## src/design/dpsm_pkg.sv

```systemverilog
// Package for the drive power state machine: register map, field layout,
// command codes, reset values and the state type.
// Assumes a 32-bit APB register bus with byte addresses in paddr.
package dpsm_pkg;

  localparam int ADDR_W = 8;
  localparam int DATA_W = 32;

  // Register byte offsets
  localparam logic [7:0] OFF_CMD    = 8'h00;
  localparam logic [7:0] OFF_QSOPT  = 8'h04;
  localparam logic [7:0] OFF_STATUS = 8'h08;
  localparam logic [7:0] OFF_CONFIG = 8'h0C;
  localparam logic [7:0] OFF_PCNODE = 8'h10;
  localparam logic [7:0] OFF_PARAM  = 8'h14;

  // Host commands, written to the command register
  localparam logic [2:0] CMD_NONE     = 3'h0;
  localparam logic [2:0] CMD_SHUTDOWN = 3'h1;
  localparam logic [2:0] CMD_SWON     = 3'h2;
  localparam logic [2:0] CMD_DISVOLT  = 3'h3;
  localparam logic [2:0] CMD_QSTOP    = 3'h4;
  localparam logic [2:0] CMD_DISOP    = 3'h5;
  localparam logic [2:0] CMD_ENOP     = 3'h6;
  localparam logic [2:0] CMD_FRESET   = 3'h7;

  // Quick stop option code handling
  localparam logic [15:0] QSOPT_RST     = 16'h0002;
  localparam logic [15:0] QSOPT_STAY    = 16'h0005;
  localparam logic [15:0] QSOPT_RET_MIN = 16'h0005;
  localparam logic [15:0] QSOPT_RET_MAX = 16'h0008;

  localparam logic [6:0] PCNODE_RST = 7'h01;

  // Status register fields
  localparam int ST_STATE_LSB = 0;
  localparam int ST_POWER     = 3;
  localparam int ST_DRIVE     = 4;
  localparam int ST_QSRUN     = 5;
  localparam int ST_FRRUN     = 6;
  localparam int ST_COMM      = 7;
  localparam int ST_FAULTIN   = 8;
  localparam int ST_PARAMOK   = 9;

  // Config register fields
  localparam int CF_NODE_LSB = 0;
  localparam int CF_NODEOK   = 7;
  localparam int CF_BAUD_LSB = 8;
  localparam int CF_BAUDOK   = 11;
  localparam int CF_FROMPC   = 12;

  // Baud rate selections and switch patterns {sw4,sw3,sw2,sw1}
  localparam logic [2:0] BAUD_50   = 3'h0;
  localparam logic [2:0] BAUD_125  = 3'h1;
  localparam logic [2:0] BAUD_250  = 3'h2;
  localparam logic [2:0] BAUD_500  = 3'h3;
  localparam logic [2:0] BAUD_1000 = 3'h4;
  localparam logic [3:0] BSW_50    = 4'h0;
  localparam logic [3:0] BSW_125   = 4'h2;
  localparam logic [3:0] BSW_250   = 4'h3;
  localparam logic [3:0] BSW_500   = 4'h4;
  localparam logic [3:0] BSW_1000  = 4'h5;

  typedef enum logic [2:0] {
    DPSM_NOT_READY,
    DPSM_SW_DISABLED,
    DPSM_READY,
    DPSM_SWITCHED_ON,
    DPSM_OP_ENABLED,
    DPSM_QSTOP,
    DPSM_FAULT_REACT,
    DPSM_FAULT
  } dpsm_state_t;

endpackage

```

## src/design/dpsm_cfg_if.sv

```systemverilog
// Interface carrying the decoded node address and baud rate
// from the switch decoder to the state machine top.
// Assumes the decoder drives every signal from flip-flops.
`timescale 1ns/1ps
`default_nettype none
interface dpsm_cfg_if;
  logic [6:0] node_id;
  logic       node_ok;
  logic       from_pc;
  logic [2:0] baud_sel;
  logic       baud_ok;

  modport dec
  (
    output node_id, node_ok, from_pc, baud_sel, baud_ok
  );
  modport core
  (
    input node_id, node_ok, from_pc, baud_sel, baud_ok
  );
endinterface
`default_nettype wire

```

## src/design/dpsm_sw_decode.sv

```systemverilog
// Decoder for the node address and baud rate DIP switches.
// Assumes switch inputs are static or synchronous to core_clk.
`timescale 1ns/1ps
`default_nettype none
module dpsm_sw_decode
  import dpsm_pkg::*;
(
  // Clock and reset
  input  wire logic       core_clk,
  input  wire logic       rst_b,
  input  wire logic       ce,
  // Switches and software address
  input  wire logic [6:0] addr_sw,
  input  wire logic       addr_sw_fitted,
  input  wire logic [3:0] baud_sw,
  input  wire logic [6:0] pc_node,
  // Decoded results
  dpsm_cfg_if.dec         cfg
);

  logic       use_pc;
  logic [6:0] next_node;

  // Software address only counts with no switches fitted or all off
  assign use_pc    = !addr_sw_fitted || (addr_sw == 7'h00);
  assign next_node = use_pc ? pc_node : addr_sw;

  always_ff @(posedge core_clk)
  begin
    if (!rst_b)
    begin
      cfg.node_id <= 7'h00;
      cfg.node_ok <= 1'b0;
      cfg.from_pc <= 1'b0;
    end
    else if (ce)
    begin
      cfg.node_id <= next_node;
      // Node 0 is the broadcast address and never valid
      cfg.node_ok <= (next_node != 7'h00);
      cfg.from_pc <= use_pc;
    end
  end

  always_ff @(posedge core_clk)
  begin
    if (!rst_b)
    begin
      cfg.baud_sel <= BAUD_50;
      cfg.baud_ok  <= 1'b0;
    end
    else if (ce)
    begin
      cfg.baud_ok <= 1'b1;
      case (baud_sw)
        BSW_50:   cfg.baud_sel <= BAUD_50;
        BSW_125:  cfg.baud_sel <= BAUD_125;
        BSW_250:  cfg.baud_sel <= BAUD_250;
        BSW_500:  cfg.baud_sel <= BAUD_500;
        BSW_1000: cfg.baud_sel <= BAUD_1000;
        default:
        begin
          cfg.baud_sel <= BAUD_50;
          cfg.baud_ok  <= 1'b0;
        end
      endcase
    end
  end

endmodule
`default_nettype wire

```

## src/design/dpsm_top.sv

```systemverilog
// Drive power state machine with APB register access.
// Assumes drive status inputs are synchronous to core_clk.
//
// Local design decisions: register access over APB and the register offsets.
`timescale 1ns/1ps
`default_nettype none
module dpsm_top
  import dpsm_pkg::*;
(
  // Clock, reset, clock enable
  input  wire logic                          core_clk,
  input  wire logic                          rst_b,
  input  wire logic                          ce,
  // APB slave
  input  wire logic                          psel,
  input  wire logic                          penable,
  input  wire logic                          pwrite,
  input  wire logic [dpsm_pkg::ADDR_W-1:0]   paddr,
  input  wire logic [dpsm_pkg::DATA_W-1:0]   pwdata,
  output var  logic [dpsm_pkg::DATA_W-1:0]   prdata,
  output var  logic                          pready,
  output var  logic                          pslverr,
  // Drive status
  input  wire logic                          self_test_done,
  input  wire logic                          self_test_ok,
  input  wire logic                          fault_active,
  input  wire logic                          quick_stop_done,
  input  wire logic                          fault_react_done,
  // Switches
  input  wire logic [6:0]                    addr_sw,
  input  wire logic                          addr_sw_fitted,
  input  wire logic [3:0]                    baud_sw,
  // Drive controls
  output var  logic                          comm_active,
  output var  logic                          power_stage_on,
  output var  logic                          drive_enable,
  output var  logic                          quick_stop_run,
  output var  logic                          fault_react_run,
  output var  logic                          param_write_ok,
  output var  logic [2:0]                    state_code,
  // Bus settings
  output var  logic [6:0]                    node_id,
  output var  logic                          node_id_valid,
  output var  logic [2:0]                    baud_sel,
  output var  logic                          baud_valid
);

  dpsm_cfg_if cfg_bus ();

  dpsm_state_t  state;
  dpsm_state_t  next_state;
  logic         cmd_pend;
  logic [2:0]   cmd_code;
  logic [2:0]   last_cmd;
  logic [2:0]   cmd;
  logic [15:0]  qs_opt;
  logic [6:0]   pc_node;
  logic         param_hold;
  logic         apb_access;
  logic         apb_done;
  logic         wr_done;
  logic         addr_hit;
  logic [31:0]  next_rdata;
  logic         qs_may_return;

  dpsm_sw_decode u_dec
  (
    .core_clk       (core_clk),
    .rst_b          (rst_b),
    .ce             (ce),
    .addr_sw        (addr_sw),
    .addr_sw_fitted (addr_sw_fitted),
    .baud_sw        (baud_sw),
    .pc_node        (pc_node),
    .cfg            (cfg_bus.dec)
  );

  assign node_id       = cfg_bus.node_id;
  assign node_id_valid = cfg_bus.node_ok;
  assign baud_sel      = cfg_bus.baud_sel;
  assign baud_valid    = cfg_bus.baud_ok;

  // APB handshake: one wait state, longer while a command is pending
  assign apb_access    = psel && penable;
  assign apb_done      = apb_access && pready;
  assign wr_done       = apb_done && pwrite;
  assign cmd           = cmd_pend ? cmd_code : CMD_NONE;
  assign qs_may_return = (qs_opt >= QSOPT_RET_MIN) && (qs_opt <= QSOPT_RET_MAX);

  always_comb
  begin
    addr_hit   = 1'b1;
    next_rdata = 32'h0000_0000;
    if (paddr == OFF_CMD)
      next_rdata[2:0] = last_cmd;
    else if (paddr == OFF_QSOPT)
      next_rdata[15:0] = qs_opt;
    else if (paddr == OFF_STATUS)
    begin
      next_rdata[ST_STATE_LSB +: 3] = state;
      next_rdata[ST_POWER]          = power_stage_on;
      next_rdata[ST_DRIVE]          = drive_enable;
      next_rdata[ST_QSRUN]          = quick_stop_run;
      next_rdata[ST_FRRUN]          = fault_react_run;
      next_rdata[ST_COMM]           = comm_active;
      next_rdata[ST_FAULTIN]        = fault_active;
      next_rdata[ST_PARAMOK]        = param_write_ok;
    end
    else if (paddr == OFF_CONFIG)
    begin
      next_rdata[CF_NODE_LSB +: 7] = cfg_bus.node_id;
      next_rdata[CF_NODEOK]        = cfg_bus.node_ok;
      next_rdata[CF_BAUD_LSB +: 3] = cfg_bus.baud_sel;
      next_rdata[CF_BAUDOK]        = cfg_bus.baud_ok;
      next_rdata[CF_FROMPC]        = cfg_bus.from_pc;
    end
    else if (paddr == OFF_PCNODE)
      next_rdata[6:0] = pc_node;
    else if (paddr == OFF_PARAM)
    begin
      next_rdata[0] = param_hold;
      next_rdata[1] = param_write_ok;
    end
    else
      addr_hit = 1'b0;
  end

  // Reads only sample state; they never feed the state machine
  always_ff @(posedge core_clk)
  begin
    if (!rst_b)
    begin
      pready  <= 1'b0;
      pslverr <= 1'b0;
      prdata  <= 32'h0000_0000;
    end
    else if (ce)
    begin
      // Holding pready off while a command is pending keeps commands serial
      pready  <= apb_access && !pready && !cmd_pend;
      pslverr <= apb_access && !pready && !addr_hit;
      prdata  <= (apb_access && !pready && !pwrite) ? next_rdata : 32'h0000_0000;
    end
  end

  // Software configuration registers
  always_ff @(posedge core_clk)
  begin
    if (!rst_b)
    begin
      qs_opt  <= QSOPT_RST;
      pc_node <= PCNODE_RST;
    end
    else if (ce && wr_done)
    begin
      if (paddr == OFF_QSOPT)
        qs_opt <= pwdata[15:0];
      else if (paddr == OFF_PCNODE)
        pc_node <= pwdata[6:0];
    end
  end

  // Command capture; a parameter request injects a disable-voltage
  always_ff @(posedge core_clk)
  begin
    if (!rst_b)
    begin
      cmd_pend   <= 1'b0;
      cmd_code   <= CMD_NONE;
      last_cmd   <= CMD_NONE;
      param_hold <= 1'b0;
    end
    else if (ce)
    begin
      cmd_pend <= 1'b0;
      if (wr_done && paddr == OFF_CMD && pwdata[2:0] != CMD_NONE)
      begin
        cmd_pend <= 1'b1;
        cmd_code <= pwdata[2:0];
        last_cmd <= pwdata[2:0];
      end
      else if (wr_done && paddr == OFF_PARAM)
      begin
        param_hold <= pwdata[0];
        if (pwdata[0])
        begin
          cmd_pend <= 1'b1;
          cmd_code <= CMD_DISVOLT;
        end
      end
    end
  end

  always_comb
  begin
    next_state = state;
    case (state)
      DPSM_NOT_READY:
        if (self_test_done && self_test_ok)
          next_state = DPSM_SW_DISABLED;
      DPSM_SW_DISABLED:
        if (cmd == CMD_SHUTDOWN)
          next_state = DPSM_READY;
      DPSM_READY:
        if (cmd == CMD_SWON && !param_hold)
          next_state = DPSM_SWITCHED_ON;
        else if (cmd == CMD_QSTOP || cmd == CMD_DISVOLT)
          next_state = DPSM_SW_DISABLED;
      DPSM_SWITCHED_ON:
        if (cmd == CMD_SHUTDOWN)
          next_state = DPSM_READY;
        else if (cmd == CMD_ENOP)
          next_state = DPSM_OP_ENABLED;
        else if (cmd == CMD_DISVOLT || cmd == CMD_QSTOP)
          next_state = DPSM_SW_DISABLED;
      DPSM_OP_ENABLED:
        if (cmd == CMD_DISOP)
          next_state = DPSM_SWITCHED_ON;
        else if (cmd == CMD_SHUTDOWN)
          next_state = DPSM_READY;
        else if (cmd == CMD_DISVOLT)
          next_state = DPSM_SW_DISABLED;
        else if (cmd == CMD_QSTOP)
          next_state = DPSM_QSTOP;
      DPSM_QSTOP:
        if (qs_opt != QSOPT_STAY && (quick_stop_done || cmd == CMD_DISVOLT))
          next_state = DPSM_SW_DISABLED;
        else if (cmd == CMD_ENOP && qs_may_return)
          next_state = DPSM_OP_ENABLED;
      DPSM_FAULT_REACT:
        if (fault_react_done)
          next_state = DPSM_FAULT;
      DPSM_FAULT:
        if (cmd == CMD_FRESET && !fault_active)
          next_state = DPSM_SW_DISABLED;
      default:
        next_state = DPSM_NOT_READY;
    endcase
    // A fault overrides any command taken in the same cycle
    if (fault_active && state != DPSM_FAULT_REACT && state != DPSM_FAULT)
      next_state = DPSM_FAULT_REACT;
  end

  always_ff @(posedge core_clk)
  begin
    if (!rst_b)
      state <= DPSM_NOT_READY;
    else if (ce)
      state <= next_state;
  end

  // Drive controls follow the state being entered
  always_ff @(posedge core_clk)
  begin
    if (!rst_b)
    begin
      comm_active     <= 1'b0;
      power_stage_on  <= 1'b0;
      drive_enable    <= 1'b0;
      quick_stop_run  <= 1'b0;
      fault_react_run <= 1'b0;
      param_write_ok  <= 1'b0;
      state_code      <= 3'h0;
    end
    else if (ce)
    begin
      comm_active     <= comm_active || (next_state != DPSM_NOT_READY);
      // Power stays on through fault reaction; it drops on reaching fault
      power_stage_on  <= (next_state == DPSM_SWITCHED_ON) || (next_state == DPSM_OP_ENABLED)
                         || (next_state == DPSM_QSTOP)
                         || (next_state == DPSM_FAULT_REACT && power_stage_on);
      drive_enable    <= (next_state == DPSM_OP_ENABLED);
      quick_stop_run  <= (next_state == DPSM_QSTOP);
      fault_react_run <= (next_state == DPSM_FAULT_REACT);
      param_write_ok  <= param_hold && (next_state == DPSM_SW_DISABLED);
      state_code      <= next_state;
    end
  end
endmodule
`default_nettype wire

```

## config.mk

```make
export PLATFORM = sky130hd
export DESIGN_NAME = dpsm_top
export DESIGN_NICKNAME = d
export VERILOG_FILES = /design/src/design/dpsm_pkg.sv /design/src/design/dpsm_cfg_if.sv /design/src/design/dpsm_sw_decode.sv /design/src/design/dpsm_top.sv
export SDC_FILE = /design/constraint.sdc
export NUM_CORES = 1
export LEC_CHECK = 0
export ABC_AREA = 1
export BUFFER_PORTS_ARGS = -buffer_cell sky130_fd_sc_hd__buf_2
export CAP_MARGIN = 30
export CORE_MARGIN = 2
export CORE_UTILIZATION = 30
export CTS_CLUSTER_SIZE = 28
export DETAILED_ROUTE_END_ITERATION = 16
export HOLD_SLACK_MARGIN = 0.15
export REMOVE_ABC_BUFFERS = 1
export SYNTH_ARGS = -nofsm -noshare
export SYNTH_HDL_FRONTEND = slang
export SYNTH_SLANG_ARGS = --single-unit
export TNS_END_PERCENT = 100
```

## constraint.sdc

```tcl
create_clock -name core_clk -period 1.39 [get_ports core_clk]
set_input_delay 0.0695 -clock core_clk [delete_from_list [all_inputs] [get_ports core_clk]]
set_output_delay 0.0695 -clock core_clk [all_outputs]
set_load 0.02 [all_outputs]
```

==> impl_results.md, run 1 <==
- Die area: ~14,000 um^2
- Worst-case reg-to-reg path depth: 14
- Max VDD drop: between 600 and 700 uV
- Reg2reg start: cmd_pend$_SDFFE_PN0P_
- Largest net degree at the start of global routing: 34
- GRT overflow: 0
- Post-synthesis mux area share: 0
- Worst-path clk slew: roughly 60 ps
- Fillcell total: between 1k and 1.5k
- Sequential share of power: 0.425
- TritonRoute pass-1 iters: 4
- Initial antenna violation count: 0
- Final Hold Violating Endpoints: 0
- NumNets Final: 805
- Status: finished, violations left
- CTS Root Cell: clkbuf_16
- Post-Synth XOR/XNOR Area: 0
- Number of global-route vias before repair: between 4k and 5k
- Worst R2R Setup Slack: -240 ps
- Simple-gate share of the synthesized area: 0.279
- Power Density: roughly 850 nW/um^2
- Worst Hold Class: in2reg
- Tcrit/Tclk final: 1.17
- Initial Utilization: 0.304
- Die width: between 100 and 150 um
- RSZ-0062 raised after global routing: yes
- Worst setup slack after layout: -238 ps
- Total I/O pin count: 118
- Antenna diodes: 0
- Tot GR Track Use: 0.195
- Clock tree buffer depth: 2
- Mapped Area: 3790 um^2
- Leak: approximately 0.0027 uW
- CP startpoint kind: register
- Post-Route WL: 13,100 um
- Placed Cells: 864
- TritonCTS Buffers: 9
- Syn Area/Cell: 6.81 um^2
- Failing checks: setup timing
- Post-layout util: 0.468
- Worst Path Arrival: roughly 1900 ps
- Adder-cell area share of the yosys netlist: 0
- DR WL/cell: between 10 and 15 um
- Clk sinks: around 70
- Critical path class: reg2reg
- Netlist cell types: 36
- Syn-to-layout area delta: 54.1%
- Clock Skew: ~8.5 ps
- First-pass GRT wire length: about 20,000 um
- Row count: 41
- Routed vias: 4,323
- Worst hold stages: 4
- Power, Total: 4980 uW
- Primary FF master, synth: dfxtp_1
- Final Setup Violations: 15
- Net Sw Frac: 0.280
- Drt first-iter violations: roughly 180
- Max H-tree Level: 3
- EDFF count, synth: 0
- Largest family of logic cells by synthesized area: simple AND/OR/NAND/NOR gates
- Cells after Synth: around 560
- Worst path required time: ~1600 ps
- Clock Latency Late Sink: approximately 340 ps
- Routed vias/inst: between 4 and 5
- Hold endpoint: u_dec.cfg.baud_ok$_SDFFE_PN0P_
- Compound-Gate Fraction of Synth Area: 0.213
- Pins Over Slew Limit: 0
- Cell-internal power: ~3600 uW
- Hold Startpoint: baud_sw[2]
- Async S/R FF share, synth: 0
- Sw power: 1390 uW
- IO buf count: 85
- Drt drc: 0
- Core area: ~12,000 um^2
- Ys Warns: 0
- Die H: around 120 um
- Dpl hpwl: just over 9000 um
- Max-Cap Viols: 0
- Fmax: about 0.61 GHz
- CP max FO: 4
- Gpl congestion: between 0.9 and 1
- Share of layout cells above drive strength 1: 0.421
- Fin crit period: between 1500 and 2000 ps
- Crit Reg-Reg Endpoint: power_stage_on$_SDFFE_PN0P_
- CTS tree: built
- Clock group share of total power: 0.415
- Comb power frac: 0.159
- #FFs+latches synth: between 70 and 80
- Register area share after synthesis: 0.375
- Antenna Nets Post-Route: 0
- CP Capture Type: register
- Post-Layout Cell Count: around 900
cell families after synthesis:
family | Yosys count
AND/OR/NAND/NOR | 225
AO/OA/AOI/OAI | 148
buffers and inverters | 111
flip-flops | 71
other | 1
power groups by stage:
stage          clock, uW  sequential, uW  combinational [uW]
2_1_floorplan          0            2200                 285
3_3_place_gp           0            2160                 648
3_5_place_dp           0            2160                 654
4_1_cts             2110            2120                 734
5_1_grt             2210            2120                 870
6_report            2070            2120                 793
state kept, by name, summed over array words and instances (netlist names), 3 cells and up:
signal and cells:
pc_node 7, last_cmd 3, qs_opt 16, u_dec.cfg.node_id 7
state_code 3, u_dec.cfg.baud_sel 3, cmd_code 3, prdata 16
how the worst max path moves through the flow:
| stage | slack [ps] | from | endpoint |
|---|---|---|---|
| floorplan | -340 | paddr[7] | qs_opt[0]$_SDFFE_PN0P_ |
| global placement | -200 | cmd_code[0]$_SDFFE_PN0P_ | drive_enable$_SDFFE_PN0P_ |
| detailed placement | -240 | state_code[2]$_SDFFE_PN0P_ | power_stage_on$_SDFFE_PN0P_ |
| CTS | -170 | cmd_code[0]$_SDFFE_PN0P_ | drive_enable$_SDFFE_PN0P_ |
| global route | -360 | cmd_pend$_SDFFE_PN0P_ | power_stage_on$_SDFFE_PN0P_ |
| finish | -240 | cmd_pend$_SDFFE_PN0P_ | power_stage_on$_SDFFE_PN0P_ |
cell usage after synthesis, types with 2 or more instances:
| cell type | n | area [um^2] |
|---|---|---|
| nor2_4 | 7 | 78.8 |
| a31oi_1 | 3 | 18.8 |
| nor3_2 | 3 | 30.0 |
| buf_1 | 5 | 18.8 |
| nand3_1 | 16 | 80.1 |
| o221ai_1 | 3 | 26.3 |
| nor2_1 | 60 | 225 |
| a21oi_2 | 4 | 35.0 |
| dfxtp_1 | 71 | 1420 |
| o21ai_0 | 49 | 245 |
| inv_2 | 14 | 52.6 |
| nor3_1 | 7 | 35.0 |
| o21ai_1 | 8 | 40.0 |
| nor2_2 | 7 | 43.8 |
| a211oi_1 | 2 | 15.0 |
| nand4_1 | 8 | 50.1 |
| nand2_2 | 5 | 31.3 |
| o22ai_1 | 4 | 25.0 |
| nand2_1 | 102 | 383 |
| buf_2 | 5 | 25.0 |
| a21oi_1 | 66 | 330 |
| clkbuf_1 | 6 | 22.5 |
| nand3_2 | 5 | 50.1 |
| o211ai_1 | 6 | 45.0 |
| buf_4 | 19 | 143 |
| inv_1 | 61 | 229 |
cell usage in the layout (no fill, tap or decap), drive strengths merged:
master / n
clkinvlp: 3
inv: 78
a31oi: 3
o22ai: 4
nor2: 75
nor3: 10
nand3: 21
o21ai: 57
conb: 16
o211ai: 6
buf: 170
dfxtp: 71
nand4: 8
a2111oi: 1
a32o: 1
dlygate4sd3: 22
clkinv: 4
clkbuf: 9
nor3b: 1
nand2: 108
a211oi: 2
or2: 1
o221ai: 3
nor4: 1
a21oi: 70
o31ai: 1
area by class of cell:
cell class	instances	area, um^2	area share
Timing Repair Buffer	192	1350	0.232
Sequential cell	71	1440	0.247
Tap cell	172	215	0.0369
Inverter	76	300	0.0514
Clock inverter	6	38.8	0.00665
Timing Repair inverter	3	25.0	0.00429
Multi-Input combinational cell	389	2240	0.383
Clock buffer	9	225	0.0386
per-layer routing:
metal | up-vias | track usage | share of wire
li1 | 2167 | - | -
met1 | 2004 | 0.237 | 0.43
met2 | 127 | 0.341 | 0.50
met3 | 25 | 0.0441 | 0.053
met4 | 0 | 0.0659 | 0.023
met5 | - | 0 | 0
timing repair:
item	in CTS	in global routing
resized for setup	74	61
cloned	3	0
hold buffers	22	1
endpoints found under the setup margin	38	53
pin swaps	16	39
setup buffers	4	11
hold endpoints to repair	44	3
through the flow:
step,TNS (ps),hold slack (ps),area (um^2),setup WS [ps]
after global placement,-2430,303,4810,-195
after CTS,-1900,66.3,5540,-170
after floorplan,-7650,163,3630,-340
after global routing,-5300,168,5840,-357
final,-1970,103,5840,-238
after detailed placement,-4010,302,4810,-245
worst max-delay path: stages, from the launching register on:
cell and delay (ps):
dfxtp_4 380, nand2_4 70, nor2_4 130, nand2_4 80, nand2_4 80, buf_4 100, o21ai_1 50, nand2_1 70
nand2_1 80, nand3_2 90, nand3_2 100, nand2_1 90, nand2_1 60, nand2_1 80, a21oi_2 50
Note: power is estimated with default switching activity, not from simulation.
==> run 2, diff against run 1 <==
==> constraint.sdc (replaced) <==
create_clock -name core_clk -period 1.39 [get_ports core_clk]
set_input_delay 0.2085 -clock core_clk [delete_from_list [all_inputs] [get_ports core_clk]]
set_output_delay 0.2085 -clock core_clk [all_outputs]
set_load 0.02 [all_outputs]
==> impl_results.md, run 2 (synthesized netlist as in run 1, its figures left out) <==
- Most common cell type on the critical path: nand2_2
- Worst-path clk slew: around 60 ps
- Placed Cells: between 800 and 900
- Largest net degree at the start of global routing: 39
- Tot GR Track Use: 0.191
- Max H-tree Level: 3
- Die width: 116 um
- Post-Layout Cell Count: 924
- RSZ-0062 raised after global routing: yes
- Number of global-route vias before repair: roughly 4.2k
- Failing checks: setup timing
- Drt first-iter violations: between 150 and 200
- NumNets Final: a little over 800
- Post-Route WL: about 13,000 um
- Syn-to-layout area delta: 61.1%
- Fin crit period: approximately 1700 ps
- Pins Over Slew Limit: 0
- Final Hold Violating Endpoints: 0
- Routed vias: ~4.3k
- Leak: roughly 0.0027 uW
- Dpl hpwl: 8990 um
- Worst path required time: about 1700 ps
- Slowest CP cell: dfxtp_4
- CP Capture Type: register
- GRT overflow: 0
- Worst R2R Setup Slack: -270 ps
- Tcrit/Tclk final: 1.19
- Initial antenna violation count: 0
- Power, Total: ~5400 uW
- Row count: a little over 40
- Clock Skew: about 9.8 ps
- TritonCTS Buffers: 9
- Worst hold margin: 197 ps
- TritonRoute pass-1 iters: 4
- Fmax: slightly above 0.6 GHz
- Die area: 13,500 um^2
- First-pass GRT wire length: just over 20,000 um
- Core area: around 12,000 um^2
- Crit-path cells: nand2_4 -> nor2_4 -> nand2_2 -> nand2_2 -> inv_2 -> nand2_2 -> nand2_2 -> nor2_4 -> nand3_4 -> inv_4 -> nand3_4 -> inv_2 -> nand3_2 -> a21oi_2
- Leading registers by flop count: prdata: 16 flops, qs_opt: 16 flops
- DR WL/cell: approximately 14 um
- Die H: 116 um
- Dpl ws: -350 ps
- Routed vias/inst: ~4.7
- Final Setup Violations: 32
- Drt drc: 0
- Clock tree buffer depth: 2
- Worst Hold Class: in2reg
- Gpl congestion: around 0.9
- Max VDD drop: between 500 and 600 uV
- Initial Utilization: 0.304
- Worst setup slack after layout: -265 ps
- Critical path class: reg2reg
- Antenna diodes: 0
- Clock Latency Late Sink: between 300 and 400 ps
- Power Density: 890 nW/um^2
- Antenna Nets Post-Route: 0
- Max-Cap Viols: 0
- CP max FO: 4
- Total I/O pin count: ~120
- IO buf count: 85
- Commonest non-fill, non-tap cell in the layout: nand2_1
- Status: finished, violations left
- Share of layout cells above drive strength 1: 0.457
- Worst Path Arrival: just under 2000 ps
- TNS Setup: -3650 ps
- CTS Root Cell: clkbuf_16
- CP startpoint kind: register
- Clk sinks: 71
- Fillcell total: 1,165
- Crit-path max cell delay: between 300 and 400 ps
- Most frequent cells in the layout: 87 x nand2_1, 85 x buf_2, 81 x buf_4
- CTS tree: built
-- run 2: cell types whose count changed in the layout (fill, tap and decap cells not counted), sizes merged --
| cell | delta |
|---|---|
| buf | +15 |
| bufinv | +2 |
| dlygate4sd3 | -9 |
| clkinvlp | -2 |
| clkinv | -2 |
| clkbuf | +3 |
| inv | -1 |
-- run 2: report_power, final --
group / switching [uW] / internal, uW
Sequential: 45.4 / 2080
Combinational: 491 / 346
Clock: 863 / 1610
Total: 1400 / 4030
-- run 2: worst paths after layout --
kind | startpoint | endpoint | cells after the start
worst max register to register | cmd_code[0]$_SDFFE_PN0P_ | quick_stop_run$_SDFFE_PN0P_ | 14
worst max-delay path | cmd_code[0]$_SDFFE_PN0P_ | quick_stop_run$_SDFFE_PN0P_ | 14
worst min register to register | prdata[12]$_SDFFE_PN0P_ | prdata[12]$_SDFFE_PN0P_ | 2
worst min-delay path | pwdata[11] | qs_opt[11]$_SDFFE_PN0P_ | 3
-- run 2: timing repair --
action                                 CTS  global route
pin swaps                               17            40
cloned                                   2             1
gates resized for setup                 77           106
setup endpoints to repair               51            56
setup buffers                            6            15
endpoints found under the hold margin   15             1
hold buffers                            12             1
-- run 2: layer usage --
metal | wire, um | track usage
met3 | 517 | 0.0337
met5 | 0 | 0
met1 | 5620 | 0.233
met4 | 268 | 0.0762
met2 | 6490 | 0.334
-- run 2: layout make-up --
class,count,area [um^2],area share
Inverter,76,313,0.0513
Tap cell,172,215,0.0353
Clock inverter,3,67.6,0.0111
Multi-Input combinational cell,389,2350,0.385
Sequential cell,71,1440,0.236
Clock buffer,12,246,0.0404
Timing Repair Buffer,198,1420,0.232
Timing Repair inverter,3,52.6,0.00861
-- run 2: per-stage QoR --
step,util,cell area (um^2)
after global routing,0.490,6100
after detailed placement,0.392,4890
after floorplan,-,3630
after global placement,0.392,4890
after CTS,0.449,5600
final,0.490,6100
-- run 2: critical path, delay by kind of cell, from the launching register on --
| family | cells | cell delay [ps] |
|---|---|---|
| DFF | 1 | 380 |
| and+or+nand+nor | 10 | 880 |
| buffers and inverters | 3 | 220 |
| AOI/OAI and AO/OA | 1 | 100 |
==> run 3, diff against run 2 <==
- CELL_PAD_IN_SITES_DETAIL_PLACEMENT: unset -> 1
- CELL_PAD_IN_SITES_GLOBAL_PLACEMENT: unset -> 1
- GPL_TIMING_DRIVEN: unset -> 0
- PLACE_DENSITY_LB_ADDON: unset -> 0.1
==> impl_results.md, run 3 (synthesized netlist as in run 1, its figures left out) <==
- Status: finished, violations left
- Failing checks: setup timing
- DR WL/cell: around 16 um
- Die H: 116 um
- Most frequent cells in the layout: 89 x nand2_1, 81 x buf_2, 59 x dfxtp_1
- Core area: 12,500 um^2
- Largest net degree at the start of global routing: 46
- Clk sinks: slightly above 70
- Die width: between 100 and 150 um
- Final Setup Violations: 26
- Final Hold Violating Endpoints: 0
- Leak: ~0.0024 uW
- Antenna Nets Post-Route: 0
- CTS tree: built
- TritonRoute pass-1 iters: 4
- Share of layout cells above drive strength 1: 0.383
- Fillcell total: approximately 1.6k
- Drt first-iter violations: between 150 and 200
- Max-Cap Viols: 0
- Row count: 41
- Worst-path clk slew: 60 ps
- Placed Cells: slightly below 800
- Worst path required time: roughly 1600 ps
- Fin crit period: approximately 1700 ps
- Fmax: 0.590 GHz
- Tot GR Track Use: 0.199
- RSZ-0062 raised after global routing: yes
- CP max FO: 4
- First-pass GRT wire length: ~21,000 um
- NumNets Final: around 750
- Antenna diodes: 0
- Gpl congestion: 0.811
- Die area: about 14,000 um^2
- IO buf count: 85
- Post-Route WL: roughly 13,000 um
- Worst hold stages: 3
- Max H-tree Level: 3
- GRT overflow: 0
- Leading registers by flop count: prdata: 16 flops, qs_opt: 16 flops
- TritonCTS Buffers: 9
- Routed vias: around 4k
- Drt drc: 0
- Clock tree buffer depth: 2
- Worst setup slack after layout: -305 ps
- Power, Total: 5160 uW
- Routed vias/inst: around 4.7
- Syn-to-layout area delta: 42.6%
- Total I/O pin count: approximately 120
- Initial antenna violation count: 0
- CP startpoint kind: register
- Number of global-route vias before repair: roughly 4.1k
- CTS Root Cell: clkbuf_16
- Pins Over Slew Limit: 0
- Critical path class: reg2reg
- Worst-case reg-to-reg path depth: 14
- Worst Hold Class: in2reg
- Initial Utilization: 0.304
- Post-Layout Cell Count: 859
- Dpl hpwl: 9110 um
- Clock Latency Late Sink: roughly 340 ps
- Worst hold margin: about 160 ps
- CP Capture Type: register
- Clock Skew: about 5.1 ps
- Tcrit/Tclk final: 1.22
- Power Density: 954 nW/um^2
- Max VDD drop: between 400 and 500 uV
- Worst Path Arrival: roughly 1900 ps
- Commonest non-fill, non-tap cell in the layout: nand2_1
[run 3: changes by cell type in the layout (fill, tap and decap cells not counted), sizes merged]
| cell | delta |
|---|---|
| buf | -59 |
| bufinv | -1 |
| clkinvlp | +1 |
| nand2 | +1 |
| clkbuf | -1 |
| clkinv | +2 |
| dlygate4sd3 | -6 |
| inv | -2 |
[run 3: layer usage]
metal / vias up / wire length, um / share of wire / GRT usage
met5: - / 0 / 0 / 0
met4: 0 / 164 / 0.012 / 0.0651
met3: 12 / 426 / 0.032 / 0.0208
met2: 72 / 6540 / 0.49 / 0.344
met1: 1908 / 6200 / 0.47 / 0.259
li1: 2052 / - / - / -
[run 3: power breakdown]
group	total, uW	leakage [uW]	internal [uW]	switching (uW)
Sequential	2110	0.000584	2070	45.7
Clock	2300	0.000142	1380	919
Combinational	739	0.00167	272	467
Total	5160	0.00239	3720	1430
[run 3: layout make-up]
| cell class | instances | area [um^2] | share of cell area |
|---|---|---|---|
| clock buffer | 10 | 229 | 0.0424 |
| tap | 172 | 215 | 0.0398 |
| multi-input combinational | 390 | 2250 | 0.416 |
| sequential | 71 | 1460 | 0.270 |
| timing repair buffer | 134 | 882 | 0.163 |
| clock inverter | 6 | 61.3 | 0.0113 |
| inverter | 76 | 309 | 0.0572 |
[run 3: path summary, 6_finish.rpt]
path                     startpoint                          end  slack, ps
max           cmd_pend$_SDFFE_PN0P_  power_stage_on$_SDFFE_PN0P_       -300
min                      pwdata[12]      qs_opt[12]$_SDFFE_PN0P_        160
max reg2reg   cmd_pend$_SDFFE_PN0P_  power_stage_on$_SDFFE_PN0P_       -300
min reg2reg  prdata[8]$_SDFFE_PN0P_       prdata[8]$_SDFFE_PN0P_        460
[run 3: through the flow]
step / util / instance area [um^2] / worst slack, ps / TNS (ps)
global placement: 0.343 / 4280 / -1530 / -55700
finish: 0.433 / 5400 / -305 / -2500
detailed placement: 0.343 / 4280 / -1540 / -57780
global route: 0.433 / 5400 / -431 / -6630
floorplan: - / 3630 / -479 / -11410
CTS: 0.415 / 5180 / -240 / -3910
[run 3: worst max-delay path: stages, from the launching register on]
cell and delay, ps:
dfxtp_4 370, nand2_4 70, nor2_4 120, buf_6 100, nand4_1 70, nand2_1 110
nand2_1 70, nor2_2 140, nand3_2 120, nand2_1 110, inv_2 40, nand2_2 60
nand2_2 60, nand2_2 70, a21oi_2 50
[run 3: what timing repair did]
item,4_1_cts,5_1_grt
hold buffers,7,0
gates cloned,1,0
setup endpoints to repair,63,57
pin swaps,28,46
buffers inserted,33,11
resized for setup,85,51
endpoints found under the hold margin,10,0
